--- src/verilog/long_imm_exec_pkg.sv ---
// Constants for the long-immediate ALU, stream get/put and byte-find unit.
// Assumes 32-bit instruction words with the major opcode in the top six bits.
package long_imm_exec_pkg;
  // Instruction field positions (LSB numbering)
  localparam int OPC_HI       = 31;
  localparam int OPC_LO       = 26;
  localparam int SUB_HI       = 20;
  localparam int SUB_LO       = 16;
  localparam int PUT_BIT      = 15;
  localparam int NONBLK_BIT   = 14;
  localparam int CTRL_BIT     = 13;
  localparam int CHAN_HI      = 3;
  localparam int CHAN_LO      = 0;
  localparam int IMM_HI       = 15;
  localparam int IMM_LO       = 0;
  localparam int FUNC_HI      = 10;
  localparam int FUNC_LO      = 0;
  // Major opcodes
  localparam logic [5:0]  OPC_LONG_IMM = 6'h1A;  // 011010
  localparam logic [5:0]  OPC_STREAM   = 6'h1B;  // 011011
  localparam logic [5:0]  OPC_OR_BF    = 6'h20;  // 100000
  localparam logic [10:0] FUNC_BYTE_FIND = 11'h400;
  // Sub-codes of the long-immediate group
  localparam logic [4:0] SUB_ADD      = 5'h00;
  localparam logic [4:0] SUB_RSUB     = 5'h01;
  localparam logic [4:0] SUB_ADDC     = 5'h02;
  localparam logic [4:0] SUB_RSUBC    = 5'h03;
  localparam logic [4:0] SUB_ADDK     = 5'h04;
  localparam logic [4:0] SUB_RSUBK    = 5'h05;
  localparam logic [4:0] SUB_ADDKC    = 5'h06;
  localparam logic [4:0] SUB_RSUBKC   = 5'h07;
  localparam logic [4:0] SUB_OR       = 5'h10;
  localparam logic [4:0] SUB_AND      = 5'h11;
  localparam logic [4:0] SUB_XOR      = 5'h12;
  localparam logic [4:0] SUB_ANDN     = 5'h13;
  // Register map
  localparam logic [7:0] ADDR_MSTATUS  = 8'h00;
  localparam logic [7:0] ADDR_INT_STAT = 8'h04;
  localparam logic [7:0] ADDR_INT_MASK = 8'h08;
  localparam int MST_CARRY_BIT = 0;
  localparam int MST_SERR_BIT  = 1;
  localparam int EV_DONE = 0;
  localparam int EV_SERR = 1;
  localparam int EV_MISS = 2;
  // Values after reset
  localparam logic [2:0] INT_MASK_RST = 3'h0;
  localparam logic       CARRY_RST    = 1'b0;
  localparam logic       SERR_RST     = 1'b0;
  typedef enum logic [1:0] {
    ST_IDLE = 2'b00,
    ST_EXEC = 2'b01
  } exec_state_t;
endpackage : long_imm_exec_pkg

--- src/verilog/long_imm_exec.sv ---
// Execute unit: 64-bit register-immediate ALU, stream get/put, byte find.
// Assumes operands are presented with the issue strobe and that the stream
// partner runs on sys_clk, so its handshake needs no synchronisers.
`timescale 1ns/10ps
module long_imm_exec (
  input  wire logic        sys_clk,
  input  wire logic        rst,
  input  wire logic        issue_valid,
  input  wire logic [31:0] instr_word,
  input  wire logic [63:0] dest_value,
  input  wire logic [63:0] source_a_register,
  input  wire logic [63:0] source_b_register,
  output logic             busy,
  output logic             done,
  output logic [63:0]      result_value,
  output logic             result_write,
  output logic             carry_flag,
  output logic             stream_error_flag,
  output logic [3:0]       stream_channel_sel,
  input  wire logic [31:0] in_data,
  input  wire logic        incoming_data_valid,
  input  wire logic        incoming_ctrl_flag,
  output logic             in_read,
  output logic [31:0]      out_data,
  output logic             out_ctrl,
  output logic             out_write,
  input  wire logic        outgoing_channel_full,
  input  wire logic [7:0]  reg_addr,
  input  wire logic [31:0] reg_wdata,
  input  wire logic        reg_wr,
  input  wire logic        reg_rd,
  output logic [31:0]      reg_rdata,
  output logic             irq
);

  typedef struct packed {
    long_imm_exec_pkg::exec_state_t state;
    logic [31:0] instr;
    logic [63:0] dest;
    logic [63:0] src_a;
    logic [63:0] src_b;
    logic [63:0] result;
    logic        wr_en;
    logic        done;
    logic        carry;
    logic        serr;
    logic [2:0]  int_status;
    logic [2:0]  int_mask;
    logic [31:0] rdata;
  } exec_regs_t;

  exec_regs_t q_reg;
  exec_regs_t q_next;

  // Decoded view of the captured instruction
  logic [5:0]  opc;
  logic [4:0]  sub;
  logic        in_exec;
  logic        is_alu;
  logic        is_stream;
  logic        is_get;
  logic        is_put;
  logic        nonblk;
  logic        ctrl_op;
  logic        is_bfind;
  logic [63:0] simm;
  logic [3:0]  byte_eq;
  logic [63:0] bfind_val;

  assign opc       = q_reg.instr[long_imm_exec_pkg::OPC_HI:long_imm_exec_pkg::OPC_LO];
  assign sub       = q_reg.instr[long_imm_exec_pkg::SUB_HI:long_imm_exec_pkg::SUB_LO];
  assign in_exec   = (q_reg.state == long_imm_exec_pkg::ST_EXEC);
  assign is_alu    = (opc == long_imm_exec_pkg::OPC_LONG_IMM);
  assign is_stream = (opc == long_imm_exec_pkg::OPC_STREAM);
  assign is_put    = is_stream & q_reg.instr[long_imm_exec_pkg::PUT_BIT];
  assign is_get    = is_stream & ~q_reg.instr[long_imm_exec_pkg::PUT_BIT];
  assign nonblk    = q_reg.instr[long_imm_exec_pkg::NONBLK_BIT];
  assign ctrl_op   = q_reg.instr[long_imm_exec_pkg::CTRL_BIT];
  assign is_bfind  = (opc == long_imm_exec_pkg::OPC_OR_BF)
                   & (q_reg.instr[long_imm_exec_pkg::FUNC_HI:long_imm_exec_pkg::FUNC_LO]
                      == long_imm_exec_pkg::FUNC_BYTE_FIND);
  assign simm      = {{48{q_reg.instr[long_imm_exec_pkg::IMM_HI]}},
                      q_reg.instr[long_imm_exec_pkg::IMM_HI:long_imm_exec_pkg::IMM_LO]};

  // Byte 3 is the most significant byte of the low word
  genvar gi;
  generate
    for (gi = 0; gi < 4; gi++) begin : g_byte_cmp
      assign byte_eq[gi] = (q_reg.src_a[8*gi+7:8*gi] == q_reg.src_b[8*gi+7:8*gi]);
    end
  endgenerate

  // First match from the most significant byte wins
  always_comb begin
    if (byte_eq[3]) begin
      bfind_val = 64'h1;
    end else if (byte_eq[2]) begin
      bfind_val = 64'h2;
    end else if (byte_eq[1]) begin
      bfind_val = 64'h3;
    end else if (byte_eq[0]) begin
      bfind_val = 64'h4;
    end else begin
      bfind_val = 64'h0;
    end
  end

  // Stream handshakes; a nonblocking miss moves no word at all
  assign in_read   = in_exec & is_get & incoming_data_valid;
  assign out_write = in_exec & is_put & ~outgoing_channel_full;
  assign out_data  = q_reg.src_a[31:0];
  assign out_ctrl  = ctrl_op;
  assign stream_channel_sel = q_reg.instr[long_imm_exec_pkg::CHAN_HI:long_imm_exec_pkg::CHAN_LO];

  // Next-state logic: capture, execute, register bus
  always_comb begin
    logic [64:0] sum;
    logic [63:0] opnd;
    logic        cin;
    logic        finish;
    logic        ev_serr;
    logic        ev_miss;
    logic [2:0]  clr;
    sum     = 65'h0;
    opnd    = 64'h0;
    cin     = 1'b0;
    finish  = 1'b0;
    ev_serr = 1'b0;
    ev_miss = 1'b0;
    clr     = 3'h0;
    q_next       = q_reg;
    q_next.done  = 1'b0;
    q_next.wr_en = 1'b0;
    q_next.rdata = 32'h0;

    // Software writes come first so that hardware updates below override them
    if (reg_wr) begin
      case (reg_addr)
        long_imm_exec_pkg::ADDR_MSTATUS: begin
          q_next.carry = reg_wdata[long_imm_exec_pkg::MST_CARRY_BIT];
          q_next.serr  = reg_wdata[long_imm_exec_pkg::MST_SERR_BIT];
        end
        long_imm_exec_pkg::ADDR_INT_STAT: clr = reg_wdata[2:0];
        long_imm_exec_pkg::ADDR_INT_MASK: q_next.int_mask = reg_wdata[2:0];
        default: ;
      endcase
    end

    case (q_reg.state)
      long_imm_exec_pkg::ST_IDLE: begin
        if (issue_valid) begin
          q_next.state = long_imm_exec_pkg::ST_EXEC;
          q_next.instr = instr_word;
          q_next.dest  = dest_value;
          q_next.src_a = source_a_register;
          q_next.src_b = source_b_register;
        end
      end
      long_imm_exec_pkg::ST_EXEC: begin
        if (is_alu) begin
          finish = 1'b1;
          // Bit 0 of the sub-code reverses, bit 1 adds carry, bit 2 keeps carry
          opnd = sub[0] ? ~q_reg.dest : q_reg.dest;
          cin  = sub[1] & q_reg.carry;
          sum  = {1'b0, simm} + {1'b0, opnd} + {64'h0, cin};
          q_next.wr_en = 1'b1;
          case (sub)
            long_imm_exec_pkg::SUB_ADD, long_imm_exec_pkg::SUB_ADDK,
            long_imm_exec_pkg::SUB_ADDC, long_imm_exec_pkg::SUB_ADDKC,
            long_imm_exec_pkg::SUB_RSUB, long_imm_exec_pkg::SUB_RSUBK,
            long_imm_exec_pkg::SUB_RSUBC, long_imm_exec_pkg::SUB_RSUBKC: begin
              q_next.result = sum[63:0];
              if (!sub[2]) begin
                q_next.carry = sum[64];
              end
            end
            long_imm_exec_pkg::SUB_OR:   q_next.result = simm | q_reg.dest;
            long_imm_exec_pkg::SUB_AND:  q_next.result = simm & q_reg.dest;
            long_imm_exec_pkg::SUB_XOR:  q_next.result = simm ^ q_reg.dest;
            long_imm_exec_pkg::SUB_ANDN: q_next.result = simm & ~q_reg.dest;
            default: q_next.wr_en = 1'b0;
          endcase
        end else if (is_get) begin
          if (incoming_data_valid) begin
            finish = 1'b1;
            q_next.wr_en  = 1'b1;
            q_next.result = {32'h0, in_data};
            // Data get wants a data word, control get a control word
            if (incoming_ctrl_flag != ctrl_op) begin
              ev_serr = 1'b1;
            end
          end else if (nonblk) begin
            finish  = 1'b1;
            ev_miss = 1'b1;
          end
          if (nonblk) begin
            q_next.carry = ~incoming_data_valid;
          end
        end else if (is_put) begin
          // A blocking put simply waits here while the channel is full
          if (!outgoing_channel_full || nonblk) begin
            finish  = 1'b1;
            ev_miss = outgoing_channel_full;
          end
          if (nonblk) begin
            q_next.carry = outgoing_channel_full;
          end
        end else if (is_bfind) begin
          finish = 1'b1;
          q_next.wr_en  = 1'b1;
          q_next.result = bfind_val;
        end else begin
          // Opcodes outside this unit complete with no write-back
          finish = 1'b1;
        end
        if (finish) begin
          q_next.state = long_imm_exec_pkg::ST_IDLE;
          q_next.done  = 1'b1;
        end
      end
      default: q_next.state = long_imm_exec_pkg::ST_IDLE;
    endcase

    if (ev_serr) begin
      q_next.serr = 1'b1;
    end
    // Set wins over the write-one clear in the same cycle
    q_next.int_status = (q_reg.int_status & ~clr) | {ev_miss, ev_serr, finish};

    if (reg_rd) begin
      case (reg_addr)
        long_imm_exec_pkg::ADDR_MSTATUS:  q_next.rdata = {30'h0, q_reg.serr, q_reg.carry};
        long_imm_exec_pkg::ADDR_INT_STAT: q_next.rdata = {29'h0, q_reg.int_status};
        long_imm_exec_pkg::ADDR_INT_MASK: q_next.rdata = {29'h0, q_reg.int_mask};
        default:                          q_next.rdata = 32'h0;
      endcase
    end
  end

  // Single state register
  always_ff @(posedge sys_clk or posedge rst) begin
    if (rst) begin
      q_reg            <= '0;
      q_reg.state      <= long_imm_exec_pkg::ST_IDLE;
      q_reg.carry      <= long_imm_exec_pkg::CARRY_RST;
      q_reg.serr       <= long_imm_exec_pkg::SERR_RST;
      q_reg.int_mask   <= long_imm_exec_pkg::INT_MASK_RST;
    end else begin
      q_reg <= q_next;
    end
  end

  assign busy              = in_exec;
  assign done              = q_reg.done;
  assign result_value      = q_reg.result;
  assign result_write      = q_reg.wr_en;
  assign carry_flag        = q_reg.carry;
  assign stream_error_flag = q_reg.serr;
  assign reg_rdata         = q_reg.rdata;
  // Level interrupt while any unmasked sticky bit is set
  assign irq               = |(q_reg.int_status & q_reg.int_mask);

  // Checks on decode and execute behaviour
  logic [63:0] chk_dest;
  logic [63:0] chk_imm;
  assign chk_dest = q_reg.dest;
  assign chk_imm  = simm;

  property p_add;
    @(posedge sys_clk) disable iff (rst)
      in_exec && is_alu && (sub == long_imm_exec_pkg::SUB_ADD)
      |=> result_write && done && (result_value == $past(chk_imm) + $past(chk_dest));
  endproperty
  a_add: assert property (p_add) else $error("add long immediate wrong");

  property p_addc;
    @(posedge sys_clk) disable iff (rst)
      in_exec && is_alu && (sub == long_imm_exec_pkg::SUB_ADDKC) && carry_flag
      |=> result_value == $past(chk_imm) + $past(chk_dest) + 64'h1;
  endproperty
  a_addc: assert property (p_addc) else $error("add with carry wrong");

  property p_rsub;
    @(posedge sys_clk) disable iff (rst)
      in_exec && is_alu && (sub == long_imm_exec_pkg::SUB_RSUBK)
      |=> result_value == $past(chk_imm) + ~$past(chk_dest);
  endproperty
  a_rsub: assert property (p_rsub) else $error("reverse subtract wrong");

  property p_andn;
    @(posedge sys_clk) disable iff (rst)
      in_exec && is_alu && (sub == long_imm_exec_pkg::SUB_ANDN)
      |=> result_value == ($past(chk_imm) & ~$past(chk_dest));
  endproperty
  a_andn: assert property (p_andn) else $error("and-not wrong");

  property p_xor;
    @(posedge sys_clk) disable iff (rst)
      in_exec && is_alu && (sub == long_imm_exec_pkg::SUB_XOR)
      |=> result_value == ($past(chk_imm) ^ $past(chk_dest));
  endproperty
  a_xor: assert property (p_xor) else $error("xor wrong");

  property p_get_block;
    @(posedge sys_clk) disable iff (rst)
      in_exec && is_get && !nonblk && !incoming_data_valid
      |-> !in_read ##1 (busy && !done);
  endproperty
  a_get_block: assert property (p_get_block) else $error("blocking get did not stall");

  property p_serr;
    @(posedge sys_clk) disable iff (rst)
      in_exec && is_get && !ctrl_op && incoming_data_valid && incoming_ctrl_flag
      |=> stream_error_flag && result_write;
  endproperty
  a_serr: assert property (p_serr) else $error("stream error not raised");

  property p_nb_get;
    @(posedge sys_clk) disable iff (rst)
      in_exec && is_get && nonblk
      |=> done && (carry_flag == !$past(incoming_data_valid));
  endproperty
  a_nb_get: assert property (p_nb_get) else $error("nonblocking get carry wrong");

  property p_put_full;
    @(posedge sys_clk) disable iff (rst)
      in_exec && is_put && !nonblk && outgoing_channel_full
      |-> !out_write ##1 busy;
  endproperty
  a_put_full: assert property (p_put_full) else $error("put sent into full channel");

  property p_nb_put;
    @(posedge sys_clk) disable iff (rst)
      in_exec && is_put && nonblk
      |=> done && (carry_flag == $past(outgoing_channel_full));
  endproperty
  a_nb_put: assert property (p_nb_put) else $error("nonblocking put carry wrong");

  property p_bfind;
    @(posedge sys_clk) disable iff (rst)
      in_exec && is_bfind && byte_eq[3]
      |=> result_write && (result_value == 64'h1);
  endproperty
  a_bfind: assert property (p_bfind) else $error("byte find priority wrong");

  property p_keep;
    @(posedge sys_clk) disable iff (rst)
      in_exec && is_alu && sub[2] && !sub[4] && !reg_wr
      |=> $stable(carry_flag);
  endproperty
  a_keep: assert property (p_keep) else $error("keep form changed carry");

endmodule : long_imm_exec

--- config.mk ---
export PLATFORM = sky130hd
export DESIGN_NAME = long_imm_exec
export DESIGN_NICKNAME = d
export VERILOG_FILES = /design/src/verilog/long_imm_exec_pkg.sv /design/src/verilog/long_imm_exec.sv
export SDC_FILE = /design/constraint.sdc
export NUM_CORES = 1
export LEC_CHECK = 0
export BUFFER_PORTS_ARGS = -buffer_cell sky130_fd_sc_hd__buf_4
export CAP_MARGIN = 20
export CORE_MARGIN = 1.5
export CORE_UTILIZATION = 51
export CTS_BUF_LIST = sky130_fd_sc_hd__clkbuf_16
export CTS_CLUSTER_DIAMETER = 40
export DETAILED_ROUTE_END_ITERATION = 12
export GPL_ROUTABILITY_DRIVEN = 0
export PLACE_DENSITY = 0.82
export SLEW_MARGIN = 20
export SYNTH_ARGS = -nofsm -noshare
export SYNTH_HDL_FRONTEND = slang
export SYNTH_SLANG_ARGS = --single-unit
export TNS_END_PERCENT = 100
--- constraint.sdc ---
create_clock -name sys_clk -period 7.5 [get_ports sys_clk]
set_input_delay 0 -clock sys_clk [delete_from_list [all_inputs] [get_ports sys_clk]]
set_output_delay 0 -clock sys_clk [all_outputs]
set_load 0.01 [all_outputs]
==> flow_metrics.tcl, run 1 <==
set metrics [dict create \
    powerDensity_mw_per_mm2 269.8 \
    wl_met2_microns 27950 \
    dieArea_sq_mm 0.03641 \
    commonest_cells_after_routing_fill_and_taps_aside "sky130_fd_sc_hd__buf_4 (335), sky130_fd_sc_hd__dfrtp_1 (230), sky130_fd_sc_hd__nand2_1 (214), sky130_fd_sc_hd__dlygate4sd3_1 (210), sky130_fd_sc_hd__o21ai_0 (189)" \
    fin_nets 2889 \
    grt_start_max_net_pins 115 \
    total_leakage_power_nw 10.52 \
    vdd_ir_drop_max_mv 0.1996 \
    max_freq_mhz 208.5 \
    setup_tns_ps 0 \
    relSlewSlack_pct 29.89 \
    fp.dieW_microns 190.8 \
    initial_antenna_violation_count 3 \
    worstHoldPathCells 4 \
    cp_data_arrival_time_ps 5190 \
    drive_above_1_share_pct 20.29 \
    synth-warning-count 0 \
    synth_cell_types 69 \
    final_antenna_net_count 0 \
    count_of_endpoints_failing_setup_in_the_final_report 0 \
    run_status "completed" \
    met3_wirelength_from_detailed_routing_microns 4680 \
    cp-end-kind "register" \
    initialDrtViolationCount 1437 \
    post_detailed_route_drc_marker_count 0 \
    start_util_pct 51.95 \
    synth.cell_area_sq_mm 0.01799 \
    postSynth.asyncResetShare_pct 100.0 \
    total_core_area_sq_mm 0.03463 \
    die_height_microns 190.8 \
    cts_buffer_depth 3 \
    tritonroute_pass_1_iters 5 \
    fp-row-count 68 \
    cts_tree "built" \
    max_cap_violations 0 \
    critical_path.max_fanout 70 \
    timing.critical_path.from_type "register" \
    final_worst_path_period_share_pct 63.96 \
    synth-main-ff-cell "sky130_fd_sc_hd__dfrtp_1" \
    hold_path_class "input pin to register" \
    timing.critical_path.required_ps 7890 \
    worst_r2r_endpoint "result_value[58]" \
    logic_depth_of_the_worst_register_to_register_path 13 \
    synthToLayoutAreaGrowth_pct 28.69 \
    grt-ovfl-total 0 \
    most_common_cell_after_layout_fill_and_taps_aside "sky130_fd_sc_hd__buf_4" \
    p_total_mw 6.247 \
    synth_area_per_cell_sq_um 8.571 \
    routed_wl_microns 58820 \
    worstHoldEndpoint "done" \
    rsz0062_at_grt "no" \
    cts.sink_count 233 \
    post_route_met1_wirelength_microns 22940 \
    time_the_worst_path_needs_with_i_o_delays_and_setup_ps 4797 \
    postSynthCellCount 2099 \
    timing.rr.start "q_reg[315]" \
    drt-wirelength-per-cell_microns 19.99 \
    detailedPlacementHpwl_microns 36330 \
    numCtsBuffers 37 \
    design.portCount 445 \
    critPathKind "register to register" \
    detailroute.via_count 17240 \
    yosys_register_bits 233 \
    groute.usage.overall_pct 32.07 \
    via_count_of_the_first_global_routing_pass 17470 \
    pins_over_slew_limit 0 \
    worst_setup_hold_path_clk_slew_ps 60 \
    highest-signal-layer "met4" \
    finalHoldViolations 0 \
    cts_htree_levels 2 \
    layout.filler_cells 2518 \
    synth-edff-count 0 \
    sequential_fraction_of_the_synthesis_area_pct 32.41 \
    clock_skew_ps 23.29 \
    grt_first_pass_wirelength_microns 92160 \
    r2r_slack_ps 2700 \
    place.port_buffers 317 \
    clock-root-buffer "sky130_fd_sc_hd__clkbuf_16" \
    routed_via_density 5.858 \
    postCtsResizedCells 0 \
    worst_skew_pair.late_latency_ps 550 \
    min_from "outgoing_channel_full" \
    worstMarginPinSlew_ps 1052 \
]
-- worst max-delay path: stages, from the launching register on --
cell and delay (ps):
sky130_fd_sc_hd__dfrtp_4 830, sky130_fd_sc_hd__and2_1 330, sky130_fd_sc_hd__fa_1 480, sky130_fd_sc_hd__fa_1 460
sky130_fd_sc_hd__a21oi_1 250, sky130_fd_sc_hd__nand4b_1 200, sky130_fd_sc_hd__a211oi_2 140, sky130_fd_sc_hd__o31ai_2 510
sky130_fd_sc_hd__nor4_1 190, sky130_fd_sc_hd__nor3_2 520, sky130_fd_sc_hd__o31ai_2 240, sky130_fd_sc_hd__a21oi_1 210
sky130_fd_sc_hd__xor2_1 170, sky130_fd_sc_hd__o21ai_1 80
-- synthesized netlist by cell type, types with 10 or more instances --
library cell | count | area, sq um
sky130_fd_sc_hd__dfrtp_1 | 233 | 5831
sky130_fd_sc_hd__nand2_1 | 214 | 803.3
sky130_fd_sc_hd__o21ai_0 | 189 | 945.9
sky130_fd_sc_hd__a21oi_1 | 158 | 790.8
sky130_fd_sc_hd__buf_4 | 132 | 991.0
sky130_fd_sc_hd__ha_1 | 127 | 1589
sky130_fd_sc_hd__xor2_1 | 121 | 1060
sky130_fd_sc_hd__inv_1 | 112 | 420.4
sky130_fd_sc_hd__nor2_1 | 112 | 420.4
sky130_fd_sc_hd__clkbuf_1 | 111 | 416.7
sky130_fd_sc_hd__xnor2_1 | 96 | 840.8
sky130_fd_sc_hd__mux2_2 | 78 | 878.3
sky130_fd_sc_hd__o22ai_1 | 46 | 287.8
sky130_fd_sc_hd__a22oi_1 | 37 | 277.8
sky130_fd_sc_hd__a21o_1 | 33 | 247.7
sky130_fd_sc_hd__nand4_1 | 32 | 200.2
sky130_fd_sc_hd__o21ai_1 | 27 | 135.1
sky130_fd_sc_hd__nand3_1 | 23 | 115.1
sky130_fd_sc_hd__mux2i_1 | 20 | 200.2
sky130_fd_sc_hd__nor3_1 | 16 | 80.08
sky130_fd_sc_hd__o21bai_1 | 14 | 105.1
sky130_fd_sc_hd__a211oi_1 | 11 | 82.58
sky130_fd_sc_hd__buf_1 | 10 | 37.54
sky130_fd_sc_hd__nand2b_1 | 10 | 62.56
sky130_fd_sc_hd__nor2b_1 | 10 | 62.56
sky130_fd_sc_hd__nor4_1 | 10 | 62.56
-- report_power, final --
group	switching, mW	total [mW]	internal [mW]
Clock	0.682	1.76	1.08
Combinational	1.59	2.81	1.22
Sequential	0.232	1.68	1.44
Total	2.50	6.25	3.74
-- repair_timing --
item                                   CTS  global route
endpoints found under the hold margin  312             0
setup buffers                            0             0
hold buffers                           210             0
-- per-layer routing --
layer	track usage (%)	vias to the layer above
met5	0	-
met4	18.29	0
met3	6.680	251
met2	53.22	968
met1	38.52	8098
li1	-	7924
-- metrics by stage --
| stage | hold slack (ps) | worst slack, ps | cell area (sq um) | util, % | cells |
|---|---|---|---|---|---|
| final | 52.62 | 2703 | 23150 | 66.86 | 2943 |
| after global routing | 72.89 | 2492 | 23150 | 66.85 | 2942 |
| after CTS | 3.936 | 2878 | 23130 | 66.80 | 2938 |
| after detailed placement | 210.8 | 2940 | 19770 | 57.09 | 2661 |
| after global placement | 204.7 | 2957 | 19770 | 57.09 | 2661 |
| after floorplan | 116.8 | 1110 | 18100 | - | 2127 |
-- worst max-delay path by stage --
stage | end | from
floorplan | carry_flag | rst
global placement | carry_flag | q_reg[315]
detailed placement | result_value[60] | q_reg[315]
CTS | result_value[58] | q_reg[315]
global route | result_value[58] | q_reg[315]
finish | result_value[58] | q_reg[315]
-- cells by family after synthesis --
logic type      synth area share [%]
compound gates                 20.62
mux                            5.995
simple gates                   10.88
xor+xnor                       10.56
buf+inv                        10.45
other cells                  0.02084
fa+ha+maj                      9.055
flops                          32.41
-- area by class of cell --
cell class	count	area [sq um]	area share, %
multi-input combinational	1526	10420	45.00
sequential	233	5839	25.22
timing repair buffer	546	4628	19.99
clock buffer	38	950.9	4.107
tap	455	569.3	2.459
inverter	112	427.9	1.848
clock inverter	29	307.8	1.329
antenna	4	10.01	0.04323
(Power assumes the default switching activity.)
==> run 2, diff against run 1 <==
clock period = 4.7 ns   (was 7.5 ns; I/O delays follow)
==> run 2 against run 1 <==
Effect of this change: clock skew barely moved; global-route usage is 0.66 points higher; first-iteration DRC count grew 8.5%; clock power rose by 64%; maximum frequency increased by 13%; hold slack improved by 25 ps; non-clock buffer count is 1 higher; worst setup slack worse by 2300 ps; cell count is essentially flat; sequential share of layout area shrank 0.063 points; clock-buffer cell count grew 3; largest cell class unchanged; highest routed layer unchanged.
==> flow_metrics.tcl, run 2 (synthesis gave the netlist of run 1 again) <==
set metrics [dict create \
    run_status "completed" \
    cts_tree "built" \
    relSlewSlack_pct 27.52 \
    timing.critical_path.required_ps 5130 \
    cts_hold_repair.buffers 207 \
    worst_skew_pair.late_latency_ps 560 \
    finalHoldViolations 0 \
    p_total_mw 10.08 \
    worst_setup_hold_path_clk_slew_ps 60 \
    slowest_delay_ps 580 \
    post_cts.repair.setup_buffers 0 \
    cts_buffer_depth 3 \
    commonest_cells_after_routing_fill_and_taps_aside "sky130_fd_sc_hd__buf_4 (336), sky130_fd_sc_hd__dfrtp_1 (230), sky130_fd_sc_hd__nand2_1 (212), sky130_fd_sc_hd__dlygate4sd3_1 (207), sky130_fd_sc_hd__o21ai_0 (189)" \
    timing.critical_path.from_type "register" \
    via_count_of_the_first_global_routing_pass 17870 \
    pins_over_slew_limit 0 \
    max_freq_mhz 235.1 \
    cell_with_the_biggest_individual_delay_on_the_critical_path "sky130_fd_sc_hd__dfrtp_4" \
    critPathKind "register to register" \
    initialDrtViolationCount 1559 \
    post_detailed_route_drc_marker_count 0 \
    cells_along_the_critical_path "xor2_1, fa_1, fa_1, a21oi_1, nand4b_1, a211oi_2, o31ai_2, o211ai_1, a211o_1, a31o_2, a211oi_2, o41ai_1, a21o_1" \
    cts_htree_levels 2 \
    tritonroute_pass_1_iters 6 \
    grt_first_pass_wirelength_microns 94160 \
    antenna_cells_inserted 0 \
    critical_path.max_fanout 14 \
    start_util_pct 51.95 \
    numCtsBuffers 41 \
    most_common_cell_after_layout_fill_and_taps_aside "sky130_fd_sc_hd__buf_4" \
    cp-end-kind "register" \
    max_cap_violations 0 \
    final_worst_path_period_share_pct 90.50 \
    detailedPlacementHpwl_microns 37470 \
    time_the_worst_path_needs_with_i_o_delays_and_setup_ps 4254 \
    detailroute.via_count 17320 \
    setup_tns_ps 0 \
    grt_start_max_net_pins 123 \
    r2r_slack_ps 450 \
    post-route-worst-setup-slack_ps 446.3 \
    rsz0062_at_grt "no" \
    routed_wl_microns 59360 \
    groute.usage.overall_pct 32.74 \
    cp_data_arrival_time_ps 4680 \
    drive_above_1_share_pct 20.56 \
    count_of_endpoints_failing_setup_in_the_final_report 0 \
    clock_skew_ps 23.08 \
    routed_via_density 5.880 \
    design.portCount 445 \
    synthToLayoutAreaGrowth_pct 29.01 \
    timing.rr.start "q_reg[314]" \
    fp.dieW_microns 190.8 \
    path_buf_inv 0 \
    vdd_ir_drop_max_mv 0.2926 \
    place_ws_ps 583.0 \
    fp-row-count 68 \
    total_leakage_power_nw 10.56 \
    fin_nets 2894 \
    cts.sink_count 233 \
    drt-wirelength-per-cell_microns 20.16 \
    logic_depth_of_the_worst_register_to_register_path 13 \
    final.hold.worst_slack_ps 77.84 \
    postCtsResizedCells 0 \
    powerDensity_mw_per_mm2 434.5 \
    worstMarginPinSlew_ps 1083 \
    place.port_buffers 317 \
    worst_r2r_endpoint "carry_flag" \
    crit_family "compound AO/OA/AOI/OAI gates" \
    die_height_microns 190.8 \
    final_antenna_net_count 0 \
    hold_path_class "input pin to async pin" \
    initial_antenna_violation_count 0 \
    dieArea_sq_mm 0.03641 \
    grt-ovfl-total 0 \
    clock-root-buffer "sky130_fd_sc_hd__clkbuf_16" \
    total_core_area_sq_mm 0.03463 \
]
run 2: changes by cell type in the layout (fill, tap and decap cells not counted), moves of 3 or more:
cell / previous run / this run
sky130_fd_sc_hd__dlygate4sd3_1: 210 / 207
sky130_fd_sc_hd__buf_12: 0 / 3
sky130_fd_sc_hd__diode_2: 4 / 0
sky130_fd_sc_hd__clkbuf_16: 38 / 41
run 2: how the worst max path moves through the flow:
stage	depth (start not counted)	from	slack (ps)	end
after floorplan	17	q_reg[314]	450	carry_flag
after global placement	13	q_reg[315]	560	carry_flag
after detailed placement	13	q_reg[315]	580	carry_flag
after CTS	13	q_reg[315]	500	carry_flag
after global routing	13	q_reg[315]	220	result_value[60]
final	13	q_reg[314]	450	carry_flag
run 2: final cells by class:
class / count / area [sq um]
fillers: 2497 / 11420
repair buffers: 547 / 4666
inverters: 112 / 424.2
flip-flops and latches: 233 / 5839
multi-input cells: 1526 / 10420
clock buffers: 41 / 1026
well taps: 455 / 569.3
clock inverters: 31 / 266.5
run 2: per-layer routing:
metal	vias to the layer above	wire length, microns	track usage [%]
met5	-	0	0
met4	0	3505	20.11
met3	267	4521	6.772
met2	901	28100	53.99
met1	8239	23240	39.08
li1	7910	-	-
run 2: per-stage QoR:
step	instance area (sq um)	instances	utilization, %
2_1_floorplan	18100	2127	-
3_3_place_gp	19840	2666	57.28
3_5_place_dp	19840	2666	57.28
4_1_cts	23200	2945	67.00
5_1_grt	23210	2945	67.03
6_report	23210	2945	67.03
run 2: power breakdown:
group | switching [mW] | internal (mW) | total (mW)
sequential | 0.341 | 2.31 | 2.65
combinational | 2.59 | 1.96 | 4.55
clock | 1.16 | 1.73 | 2.89
run 2: worst register-to-register path, stage by stage (launching register included):
cell and delay [ps]:
sky130_fd_sc_hd__dfrtp_4 580, sky130_fd_sc_hd__xor2_1 210, sky130_fd_sc_hd__fa_1 440, sky130_fd_sc_hd__fa_1 470
sky130_fd_sc_hd__a21oi_1 210, sky130_fd_sc_hd__nand4b_1 210, sky130_fd_sc_hd__a211oi_2 140, sky130_fd_sc_hd__o31ai_2 320
sky130_fd_sc_hd__o211ai_1 280, sky130_fd_sc_hd__a211o_1 360, sky130_fd_sc_hd__a31o_2 280, sky130_fd_sc_hd__a211oi_2 320
sky130_fd_sc_hd__o41ai_1 130, sky130_fd_sc_hd__a21o_1 180
